<file path="src/core/vcc_clamp_regs.svh">
// Register offsets, field positions, write masks and reset values
// for the clamp timing control block.
// Assumes an 8-bit register port with byte addresses.
`ifndef VCC_CLAMP_REGS_SVH
`define VCC_CLAMP_REGS_SVH

// ----------------------------------------------------------------
// Offsets
// ----------------------------------------------------------------
`define VCC_OFS_MODE_SYNC       8'h03
`define VCC_OFS_CLAMP_TIMING    8'h07
`define VCC_OFS_FINE_CLAMP      8'h08
`define VCC_OFS_COARSE_CLAMP    8'h09
`define VCC_OFS_CLOCK_BIAS      8'h0a
`define VCC_OFS_REF_ADJUST      8'h0b
`define VCC_OFS_SIDE_RESULT     8'h10

// ----------------------------------------------------------------
// Field positions
// ----------------------------------------------------------------
`define VCC_SYNC_POL_BIT        5
`define VCC_FINE_TIME_LSB       0
`define VCC_COARSE_TIME_LSB     3
`define VCC_CLAMP_SYNC_BIT      6
`define VCC_OSC_EN_BIT          0
`define VCC_BIAS_DBL_BIT        1
`define VCC_DUTY_EQ_BIT         3
`define VCC_CLK_DLY_LSB         5
`define VCC_REF_TRIM_LSB        4

// ----------------------------------------------------------------
// Writable bit masks; other bits read as zero
// ----------------------------------------------------------------
`define VCC_MASK_MODE_SYNC      8'h20
`define VCC_MASK_CLAMP_TIMING   8'h7f
`define VCC_MASK_CLAMP          8'h3f
`define VCC_MASK_CLOCK_BIAS     8'h6b
`define VCC_MASK_REF_ADJUST     8'h7f

// ----------------------------------------------------------------
// Reset values
// ----------------------------------------------------------------
`define VCC_RST_MODE_SYNC       8'h00
`define VCC_RST_CLAMP_TIMING    8'h00
`define VCC_RST_CLAMP           8'h00
`define VCC_RST_CLOCK_BIAS      8'h01
`define VCC_RST_REF_ADJUST      8'h01

`endif

</file>
<file path="src/core/vcc_pkg.sv">
// Types shared by the clamp timing control block and its bench.
// Assumes the 8-bit register port described in the top module.
package vcc_pkg;

  // ----------------------------------------------------------------
  // Register port request
  // ----------------------------------------------------------------
  typedef struct packed {
    logic [7:0] addr;
    logic [7:0] wdata;
    logic wr;
    logic rd;
  } vcc_bus_req_t;

  // ----------------------------------------------------------------
  // One bank of three clamps: enable and drive direction
  // ----------------------------------------------------------------
  typedef struct packed {
    logic [2:0] on;
    logic [2:0] up;
  } vcc_clamp_bank_t;

  typedef logic [7:0][7:0] vcc_side_results_t;

endpackage : vcc_pkg

</file>
<file path="src/core/vcc_clamp_ctrl.sv">
// Clamp timing control, clock and bias settings, reference trim and
// side converter result readout for a video sampling codec.
// Assumes one core clock; sync_in is an asynchronous pin, the side
// converter results come from logic on the same clock.
//
// Implementation choice: strobed register access.
`include "vcc_clamp_regs.svh"

// Operation
// - each fine clamp has a direction bit, used only while that clamp is on
// - a fine clamp on/off bit runs that clamp for the fine on-time cycles
// - each coarse clamp has a direction bit, used only while that clamp is on
// - a coarse clamp on/off bit runs that clamp for the coarse on-time cycles
// - clearing clock bit 0 disables the internal crystal oscillator
// - setting clock bit 1 doubles all analog bias currents
// - setting clock bit 3 enables duty-cycle equalizer on converter clock only
// - clock bits 5 and 6 select a delay on the core clock
// - reference bits 4 to 6 trim the converter reference voltage
// - eight read-only side results from 0x10, result k shows input k
// - in sync mode enabled clamps start on the chosen sync edge
// - outside sync mode a clamp starts as soon as its bit enables it
// - on/off bits are edge detected; clear before setting again
// - on-time fields give active cycles per line, after sync when synced
// - polarity zero means low sync pulse, one means high sync pulse
module vcc_clamp_ctrl #(
  parameter int ON_TIME_W = 3,
  parameter int SIDE_COUNT = 8
) (
  input wire logic clk,
  input wire logic reset,
  input wire logic ce,
  input vcc_pkg::vcc_bus_req_t bus_req,
  output logic [7:0] rd_data,
  input wire logic sync_in,
  input wire logic side_inputs_configured,
  input vcc_pkg::vcc_side_results_t side_result,
  output vcc_pkg::vcc_clamp_bank_t fine_clamp,
  output vcc_pkg::vcc_clamp_bank_t coarse_clamp,
  output logic osc_enable,
  output logic bias_double,
  output logic duty_eq_enable,
  output logic [1:0] core_clk_delay,
  output logic [2:0] converter_reference_voltage_trim
);
  import vcc_pkg::*;

  // ----------------------------------------------------------------
  // Register file
  // ----------------------------------------------------------------
  logic [7:0] mode_sync_reg;
  logic [7:0] clamp_timing_reg;
  logic [7:0] fine_clamp_setup_reg;
  logic [7:0] coarse_clamp_setup_reg;
  logic [7:0] clock_and_bias_setup_reg;
  logic [7:0] reference_adjust_reg;
  logic [7:0] rd_data_reg;
  logic [7:0] rd_data_next;
  logic wr_en;
  logic rd_en;

  assign wr_en = ce && bus_req.wr;
  assign rd_en = ce && bus_req.rd;

  // Reserved bits are masked off on write so they always read as zero;
  // this also keeps a careless write to them from reaching the analog side.
  always_ff @(posedge clk) begin
    if (reset) begin
      mode_sync_reg <= `VCC_RST_MODE_SYNC;
      clamp_timing_reg <= `VCC_RST_CLAMP_TIMING;
      fine_clamp_setup_reg <= `VCC_RST_CLAMP;
      coarse_clamp_setup_reg <= `VCC_RST_CLAMP;
      clock_and_bias_setup_reg <= `VCC_RST_CLOCK_BIAS;
      reference_adjust_reg <= `VCC_RST_REF_ADJUST;
    end else if (wr_en) begin
      case (bus_req.addr)
        `VCC_OFS_MODE_SYNC: mode_sync_reg <= bus_req.wdata & `VCC_MASK_MODE_SYNC;
        `VCC_OFS_CLAMP_TIMING: clamp_timing_reg <= bus_req.wdata & `VCC_MASK_CLAMP_TIMING;
        `VCC_OFS_FINE_CLAMP: fine_clamp_setup_reg <= bus_req.wdata & `VCC_MASK_CLAMP;
        `VCC_OFS_COARSE_CLAMP: coarse_clamp_setup_reg <= bus_req.wdata & `VCC_MASK_CLAMP;
        `VCC_OFS_CLOCK_BIAS: clock_and_bias_setup_reg <= bus_req.wdata & `VCC_MASK_CLOCK_BIAS;
        `VCC_OFS_REF_ADJUST: reference_adjust_reg <= bus_req.wdata & `VCC_MASK_REF_ADJUST;
        default: ;
      endcase
    end
  end

  // ----------------------------------------------------------------
  // Read port
  // ----------------------------------------------------------------
  always_comb begin
    rd_data_next = 8'h00;
    case (bus_req.addr)
      `VCC_OFS_MODE_SYNC: rd_data_next = mode_sync_reg;
      `VCC_OFS_CLAMP_TIMING: rd_data_next = clamp_timing_reg;
      `VCC_OFS_FINE_CLAMP: rd_data_next = fine_clamp_setup_reg;
      `VCC_OFS_COARSE_CLAMP: rd_data_next = coarse_clamp_setup_reg;
      `VCC_OFS_CLOCK_BIAS: rd_data_next = clock_and_bias_setup_reg;
      `VCC_OFS_REF_ADJUST: rd_data_next = reference_adjust_reg;
      default: begin
        // Results read zero until the side inputs are configured
        if (bus_req.addr >= `VCC_OFS_SIDE_RESULT &&
            bus_req.addr < `VCC_OFS_SIDE_RESULT + 8'(SIDE_COUNT) &&
            side_inputs_configured) begin
          rd_data_next = side_result[3'(bus_req.addr - `VCC_OFS_SIDE_RESULT)];
        end
      end
    endcase
  end

  // Data stand only in the cycle after the read strobe
  always_ff @(posedge clk) begin
    if (reset) begin
      rd_data_reg <= 8'h00;
    end else if (ce) begin
      rd_data_reg <= rd_en ? rd_data_next : 8'h00;
    end
  end

  assign rd_data = rd_data_reg;

  // ----------------------------------------------------------------
  // Clock, bias and reference controls
  // ----------------------------------------------------------------
  logic osc_enable_reg;
  logic bias_double_reg;
  logic duty_eq_enable_reg;
  logic [1:0] core_clk_delay_reg;
  logic [2:0] ref_trim_reg;

  always_ff @(posedge clk) begin
    if (reset) begin
      osc_enable_reg <= 1'b1;
      bias_double_reg <= 1'b0;
      duty_eq_enable_reg <= 1'b0;
      core_clk_delay_reg <= 2'h0;
      ref_trim_reg <= 3'h0;
    end else if (ce) begin
      osc_enable_reg <= clock_and_bias_setup_reg[`VCC_OSC_EN_BIT];
      bias_double_reg <= clock_and_bias_setup_reg[`VCC_BIAS_DBL_BIT];
      // Converter clock only; core clock path is untouched
      duty_eq_enable_reg <= clock_and_bias_setup_reg[`VCC_DUTY_EQ_BIT];
      core_clk_delay_reg <= clock_and_bias_setup_reg[`VCC_CLK_DLY_LSB +: 2];
      ref_trim_reg <= reference_adjust_reg[`VCC_REF_TRIM_LSB +: 3];
    end
  end

  assign osc_enable = osc_enable_reg;
  assign bias_double = bias_double_reg;
  assign duty_eq_enable = duty_eq_enable_reg;
  assign core_clk_delay = core_clk_delay_reg;
  assign converter_reference_voltage_trim = ref_trim_reg;

  // ----------------------------------------------------------------
  // Sync input: two-flop synchroniser then edge detect
  // ----------------------------------------------------------------
  logic sync_meta_reg;
  logic sync_stable_reg;
  logic sync_prev_reg;
  logic sync_edge;
  logic sync_pol;
  logic clamp_sync_select;

  always_ff @(posedge clk) begin
    if (reset) begin
      sync_meta_reg <= 1'b0;
      sync_stable_reg <= 1'b0;
      sync_prev_reg <= 1'b0;
    end else if (ce) begin
      sync_meta_reg <= sync_in;
      sync_stable_reg <= sync_meta_reg;
      sync_prev_reg <= sync_stable_reg;
    end
  end

  assign sync_pol = mode_sync_reg[`VCC_SYNC_POL_BIT];
  assign clamp_sync_select = clamp_timing_reg[`VCC_CLAMP_SYNC_BIT];

  // Leading edge of the sync pulse: falling for low pulses, rising for high
  assign sync_edge = sync_pol ? (sync_stable_reg && !sync_prev_reg)
                              : (!sync_stable_reg && sync_prev_reg);

  // ----------------------------------------------------------------
  // Clamp channels: 0-2 fine, 3-5 coarse
  // ----------------------------------------------------------------
  logic [5:0] onoff_bits;
  logic [5:0] dir_bits;
  logic [5:0] onoff_prev_reg;
  logic [5:0] clamp_on;
  logic [5:0] clamp_up;
  logic [ON_TIME_W-1:0] fine_on_time;
  logic [ON_TIME_W-1:0] coarse_on_time;

  assign fine_on_time = clamp_timing_reg[`VCC_FINE_TIME_LSB +: ON_TIME_W];
  assign coarse_on_time = clamp_timing_reg[`VCC_COARSE_TIME_LSB +: ON_TIME_W];

  always_ff @(posedge clk) begin
    if (reset) begin
      onoff_prev_reg <= 6'h00;
    end else if (ce) begin
      onoff_prev_reg <= onoff_bits;
    end
  end

  for (genvar i = 0; i < 6; i++) begin : g_clamp
    localparam int POS = 2 * (i % 3);
    logic [7:0] setup;
    logic [ON_TIME_W-1:0] on_time;
    logic [ON_TIME_W-1:0] count_reg;
    logic armed_reg;
    logic on_reg;
    logic up_reg;
    logic rise;
    logic start;

    assign setup = (i < 3) ? fine_clamp_setup_reg : coarse_clamp_setup_reg;
    assign on_time = (i < 3) ? fine_on_time : coarse_on_time;
    assign onoff_bits[i] = setup[POS + 1];
    assign dir_bits[i] = setup[POS];
    assign rise = onoff_bits[i] && !onoff_prev_reg[i];

    // Unsynced start on the bit's rising edge; synced start waits for sync
    assign start = clamp_sync_select ? (sync_edge && (armed_reg || rise))
                                     : rise;

    // A pending activation is dropped if sync mode is left or bit cleared
    always_ff @(posedge clk) begin
      if (reset) begin
        armed_reg <= 1'b0;
      end else if (ce) begin
        if (start || !clamp_sync_select || !onoff_bits[i]) begin
          armed_reg <= 1'b0;
        end else if (rise) begin
          armed_reg <= 1'b1;
        end
      end
    end

    // Clamp is held for exactly on_time cycles; zero means no pulse
    always_ff @(posedge clk) begin
      if (reset) begin
        count_reg <= '0;
        on_reg <= 1'b0;
      end else if (ce) begin
        if (start) begin
          count_reg <= on_time;
          on_reg <= (on_time != '0);
        end else if (count_reg > ON_TIME_W'(1)) begin
          count_reg <= count_reg - ON_TIME_W'(1);
        end else begin
          count_reg <= '0;
          on_reg <= 1'b0;
        end
      end
    end

    // Direction only drives out while the clamp is active
    always_ff @(posedge clk) begin
      if (reset) begin
        up_reg <= 1'b0;
      end else if (ce) begin
        up_reg <= dir_bits[i] && (start ? (on_time != '0) : (count_reg > ON_TIME_W'(1)));
      end
    end

    assign clamp_on[i] = on_reg;
    assign clamp_up[i] = up_reg;
  end

  assign fine_clamp.on = clamp_on[2:0];
  assign fine_clamp.up = clamp_up[2:0];
  assign coarse_clamp.on = clamp_on[5:3];
  assign coarse_clamp.up = clamp_up[5:3];

endmodule : vcc_clamp_ctrl

</file>
<file path="config.mk">
export PLATFORM = sky130hd
export DESIGN_NAME = vcc_clamp_ctrl
export DESIGN_NICKNAME = d
export VERILOG_FILES = /design/src/core/vcc_pkg.sv /design/src/core/vcc_clamp_ctrl.sv
export VERILOG_INCLUDE_DIRS = /design/src /design/src/core
export SDC_FILE = /design/constraint.sdc
export NUM_CORES = 1
export LEC_CHECK = 0
export BUFFER_PORTS_ARGS = -buffer_cell sky130_fd_sc_hd__buf_2
export CORE_UTILIZATION = 29
export CTS_CLUSTER_DIAMETER = 60
export DETAILED_ROUTE_END_ITERATION = 7
export SYNTH_ARGS = -nofsm -noshare
export SYNTH_HDL_FRONTEND = slang
export SYNTH_SLANG_ARGS = --single-unit
</file>
<file path="constraint.sdc">
create_clock -name clk -period 2.7 [get_ports clk]
set_input_delay 0.81 -clock clk [delete_from_list [all_inputs] [get_ports clk]]
set_output_delay 0.81 -clock clk [all_outputs]
set_load 0.01 [all_outputs]
</file>
Yosys cells after proc, flatten, opt, wreduce, memory -nomap -nowiden
Index checks and enable logic that the tools add are counted.
{"block": "word_totals", "ram_bits": 0, "out_inout_bits": 28, "mem_bits_ro": 0, "latch_bits": 0, "wordCells": 205, "input_bits": 87, "mem_count": 0, "reg_bits": 93}
{"block": "classes", "n_bitwise": 0, "shift": 0, "eq_ne": 12, "div_mod_pow": 0, "addsub": 7, "mul": 0, "magnitude_cmp": 9, "n_reduce_logical": 83, "n_mux": 54}
{"cell": "case mux 8 bit (6 select lines)", "count": 1}
{"cell": "two-way mux 1 bit", "count": 37}
{"cell": "two-way mux 3 bit", "count": 12}
{"cell": "AND reduction 2 bit", "count": 18}
{"cell": "equality test 8 x 4 -> 1 bit, second input constant", "count": 4}
{"cell": "binary-select mux 8 bit (select 3 bit)", "count": 1}
{"cell": "logical AND 1 bit", "count": 24}
{"cell": "two-way mux 8 bit", "count": 3}
{"cell": "subtractor 3 x 1 -> 3 bit, second input constant", "count": 7}
{"cell": "greater-than comparator 3 x 1 -> 1 bit, second input constant", "count": 6}
{"cell": "logical OR 1 bit", "count": 18}
{"cell": "zero test 1 bit", "count": 15}
{"cell": "inequality test 2 bit, second input constant", "count": 6}
{"cell": "nonzero test 2 bit", "count": 6}
{"cell": "equality test 8 x 2 -> 1 bit, second input constant", "count": 1}
{"cell": "equality test 8 x 3 -> 1 bit, second input constant", "count": 1}
{"cell": ">= comparator 8 x 5 -> 1 bit, second input constant", "count": 1}
{"cell": "< comparator 8 x 5 -> 1 bit, second input constant", "count": 1}
{"cell": "nonzero test 3 bit", "count": 2}
{"cell": "< comparator 3 x 4 -> 1 bit, second input constant", "count": 1}

Logic depth before layout (Yosys ltp)
{"block": "logic_depth", "depth_word": 9, "ltp_mapped": 7, "depth_no_buf": 6}

Worst setup path after synthesis
Ideal clock, no wire load.
{"block": "synth_path", "path_kind": "in2reg", "startpoint": "input bus_req[17] (netlist name)", "endpoint": "register reference_adjust_reg[0]", "path_stages": 5, "t_required_ns": 2.572, "path_slack_ns": 0.287, "arrival_ns": 2.285, "setup_time_ns": 0.128, "cell_sequence": "or4_4 > buf_6 > nor4_4 > mux2i_1 > nand2_1"}
{"block": "synth_between", "elab_chain_cells": 2}
{"element": "start, declared", "line": "vcc_clamp_ctrl.sv:32", "rtl": "input vcc_pkg::vcc_bus_req_t bus_req,"}
{"element": "equality test 8 x 4 -> 1 bit", "line": "vcc_clamp_ctrl.sv:75", "rtl": "case (bus_req.addr)"}
{"element": "AND reduction 2 bit (no source line)"}
{"element": "end signal, assigned", "line": "vcc_clamp_ctrl.sv:73", "rtl": "reference_adjust_reg <= `VCC_RST_REF_ADJUST;"}
{"element": "end signal, assigned", "line": "vcc_clamp_ctrl.sv:81", "rtl": "`VCC_OFS_REF_ADJUST: reference_adjust_reg <= bus_req.wdata & `VCC_MASK_REF_ADJUST;"}
{"element": "end, declared", "line": "vcc_clamp_ctrl.sv:55", "rtl": "logic [7:0] reference_adjust_reg;"}
No other way between the ends.
A chain may end at the register's enable or synchronous reset.

Final worst setup path
{"block": "layout_path", "startpoint": "input bus_req[17] (netlist name)", "endpoint": "register clock_and_bias_setup_reg[6]"}
{"block": "layout_between", "elab_chain_cells": 2}
{"element": "equality test 8 x 4 -> 1 bit", "line": "vcc_clamp_ctrl.sv:75"}
{"element": "AND reduction 2 bit (no source line)"}
{"element": "end signal, assigned", "line": "vcc_clamp_ctrl.sv:72", "rtl": "clock_and_bias_setup_reg <= `VCC_RST_CLOCK_BIAS;"}
{"element": "end signal, assigned", "line": "vcc_clamp_ctrl.sv:80", "rtl": "`VCC_OFS_CLOCK_BIAS: clock_and_bias_setup_reg <= bus_req.wdata & `VCC_MASK_CLOCK_BIAS;"}
{"element": "end, declared", "line": "vcc_clamp_ctrl.sv:54", "rtl": "logic [7:0] clock_and_bias_setup_reg;"}
No other way between the ends.

==> results.py <==
metrics = {
    "clock_network": {
        "postCtsSetupBuffers": 0,
        "clk_pin_slew_ns": 0.07,
        "cts_buffers": 9,
        "htree_levels": 3,
        "cts_tree": "built",
        "clkSinkCount": 93,
        "postCtsResizedCells": 0,
        "cts_root_buffer": "clkbuf_16",
        "clock_path_buffers": 2,
        "clock_latency_ns": 0.36,
        "holdBufCountCts": 0,
    },
    "yosys": {
        "synth_edf_count": 0,
        "yosysSeqAreaShare": 0.357,
        "yosys.area_share.simple": 0.195,
        "synth-xor-area-share": 0,
        "syn-num-nets": 656,
        "synth_top_family_by_area": "multiplexers",
        "synth.avg_cell_area_um2": 9.33,
        "synthAdderAreaFrac": 0.0240,
        "yosys.cell_types.count": 51,
        "yosys_warnings": 0,
        "synth-compound-area-share": 0.159,
        "synth_area_mm2": 0.00522,
        "syn-instance-count": 559,
        "synthArstFlopShare": 0,
        "synth_mux_area_frac": 0.202,
        "yosys_most_used_dff": "dfxtp_1",
        "synth_seq_cells": 93,
    },
    "drt": {
        "drt-met1-wl_mm": 6.77,
        "dr.max_layer_used": "met4",
        "drt.antenna.violating_nets": 0,
        "postRouteWirelength_mm": 13.7,
        "drt_iter0_markers": 317,
        "via_count": 4472,
        "drc": 0,
        "routedWlPerCell_um": 15.4,
        "wl_met2_mm": 6.15,
        "first_pass_iters": 5,
        "viasPerCell": 5.02,
        "met3_wirelength_um": 535,
    },
    "place": {
        "gp_congestion": 0.763,
        "portBuffers": 113,
        "dp_hpwl_mm": 10.1,
        "post-place-cells": 874,
    },
    "floorplan": {
        "die_area_mm2": 0.0185,
        "core_area_mm2": 0.0174,
        "start_util": 0.300,
        "die_y_um": 136,
        "ios": 115,
        "fp-row-count": 48,
        "dieWidth_um": 136,
    },
    "grt": {
        "grt_max_degree": 67,
        "grt_first_pass_wirelength_mm": 21.9,
        "grt_pass1_vias": 4123,
        "antenna_found_initial": 0,
        "overflow": 0,
        "track_usage": 0.151,
    },
    "sta": {
        "tns_ns": 0,
        "setup_viol_count_final": 0,
        "finalCritPeriodShare": 0.807,
        "final-hold-violation-count": 0,
        "maxSlewViolCount": 0,
        "min_period_ns": 2.18,
        "rsz0062_at_grt": "false",
        "finClkSkew_ns": 0.0119,
        "max_slew_margin": 0.615,
        "timing.fmax_mhz": 459,
        "tightest_slew_ns": 0.577,
    },
    "power_and_ir_drop": {
        "cellLeakagePower_uw": 0.00251,
        "total_power_uw": 3050,
        "power_per_cell_area_mw_per_mm2": 483,
        "peakVddDrop_uv": 274,
    },
    "worst_hold_path": {
        "min_path_type": "reg2reg",
        "hold_start": "rd_data[1]",
    },
    "worst_setup_path": {
        "worstPathMaxFanout": 9,
        "crit_type": "in2reg",
        "worstPathArrival_ns": 2.41,
        "cp.required_ns": 2.93,
        "timing.rr.start": "mode_sync_reg[5]",
        "endpoint_kind": "flip-flop",
        "startpoint_type": "input port",
        "startpoint": "bus_req[17]",
    },
    "flow_run": {
        "maxCapViolations": 0,
    },
    "outcome": {
        "status": "finished clean",
    },
    "layout": {
        "largest_reg_flops": 18,
        "final_cells": 890,
        "syn2layout_area_growth_pct": 21.3,
        "nets": 757,
        "n_antenna_cell": 0,
        "drive_gt1_frac": 0.274,
        "fillerInstances": 1799,
    },
}
per-layer routing:
metal  global-route usage  up-vias
met4               0.0531        0
met1                0.214     2126
met5                    0        -
met2                0.224       80
met3               0.0324       15
li1                     -     2251
where the power goes:
part	switching, uW	internal (uW)
combinational	220	192
sequential	21.6	1400
clock	567	656
final cells by class:
class / count / area, um2 / share of cell area
Multi-Input combinational cell: 397 / 3020 / 0.478
Inverter: 20 / 75.1 / 0.0119
Tap cell: 225 / 282 / 0.0445
Timing Repair Buffer: 139 / 798 / 0.126
Clock inverter: 6 / 47.5 / 0.00751
Clock buffer: 10 / 239 / 0.0378
Sequential cell: 93 / 1860 / 0.294
cell usage in the layout, fill, tap and decap left out, drive strengths merged, types with 12 or more instances in the layout:
cell / instances
buf: 139
dfxtp: 93
mux2i: 71
nor2: 66
nand2: 39
a32o: 21
inv: 21
o21ai: 18
nor2b: 14
nand2b: 13
a21oi: 13
mux4: 13
or3: 12
a311oi: 12
critical path, cell delays in order:
cell and delay [ns]:
buf_2 0.11, or4_4 0.66, nor4_4 0.36, buf_4 0.21
mux2i_1 0.19, nor2_1 0.05
kinds of logic after synthesis:
family,after synthesis
AND/OR/NAND/NOR,191
AO/OA/AOI/OAI,108
flip-flops,93
multiplexers,88
buffers and inverters,69
adder cells (fa/ha/maj),10
cell usage after synthesis, drive strengths merged, types with 2 or more instances:
| cell | number | area [um2] |
|---|---|---|
| inv | 20 | 75.1 |
| nand2b | 13 | 81.3 |
| nand2 | 39 | 149 |
| or3 | 12 | 75.1 |
| mux2i | 71 | 711 |
| nor2b | 14 | 87.6 |
| buf | 23 | 159 |
| nor2 | 66 | 248 |
| a31oi | 10 | 62.6 |
| mux4 | 13 | 297 |
| a41o | 3 | 30.0 |
| a32o | 21 | 210 |
| a211oi | 4 | 30.0 |
| clkbuf | 26 | 97.6 |
| o21bai | 4 | 30.0 |
| nor3 | 11 | 55.1 |
| a32oi | 6 | 67.6 |
| nand3 | 8 | 40.0 |
| ha | 10 | 125 |
| dfxtp | 93 | 1860 |
| nand3b | 8 | 60.1 |
| o221ai | 2 | 17.5 |
| o211ai | 2 | 15.0 |
| mux2 | 4 | 45.0 |
| nand4b | 2 | 17.5 |
| a22oi | 3 | 22.5 |
| a2bb2oi | 2 | 17.5 |
| o21ai | 18 | 90.1 |
| nor3b | 5 | 37.5 |
| a311oi | 12 | 105 |
| a21o | 3 | 22.5 |
| nor4 | 7 | 104 |
| a21oi | 13 | 65.1 |
path summary, 6_finish.rpt:
check	to	slack, ns	cells past startpoint
worst min-delay path	rd_data[1]	0.46	1
worst max register to register	g_clamp[1].up_reg	0.58	4
worst max-delay path	clock_and_bias_setup_reg[6]	0.52	6
worst min register to register	rd_data[1]	0.46	1
per-stage QoR:
step | area (um2) | worst slack [ns] | util | hold slack [ns]
6_report | 6330 | 0.522 | 0.363 | 0.463
2_1_floorplan | 5220 | 0.287 | - | 0.436
3_3_place_gp | 6040 | 0.165 | 0.347 | 0.445
3_5_place_dp | 6040 | 0.148 | 0.347 | 0.451
5_1_grt | 6330 | 0.434 | 0.363 | 0.482
4_1_cts | 6330 | 0.516 | 0.363 | 0.468
Power figures use the tool's default switching activity.
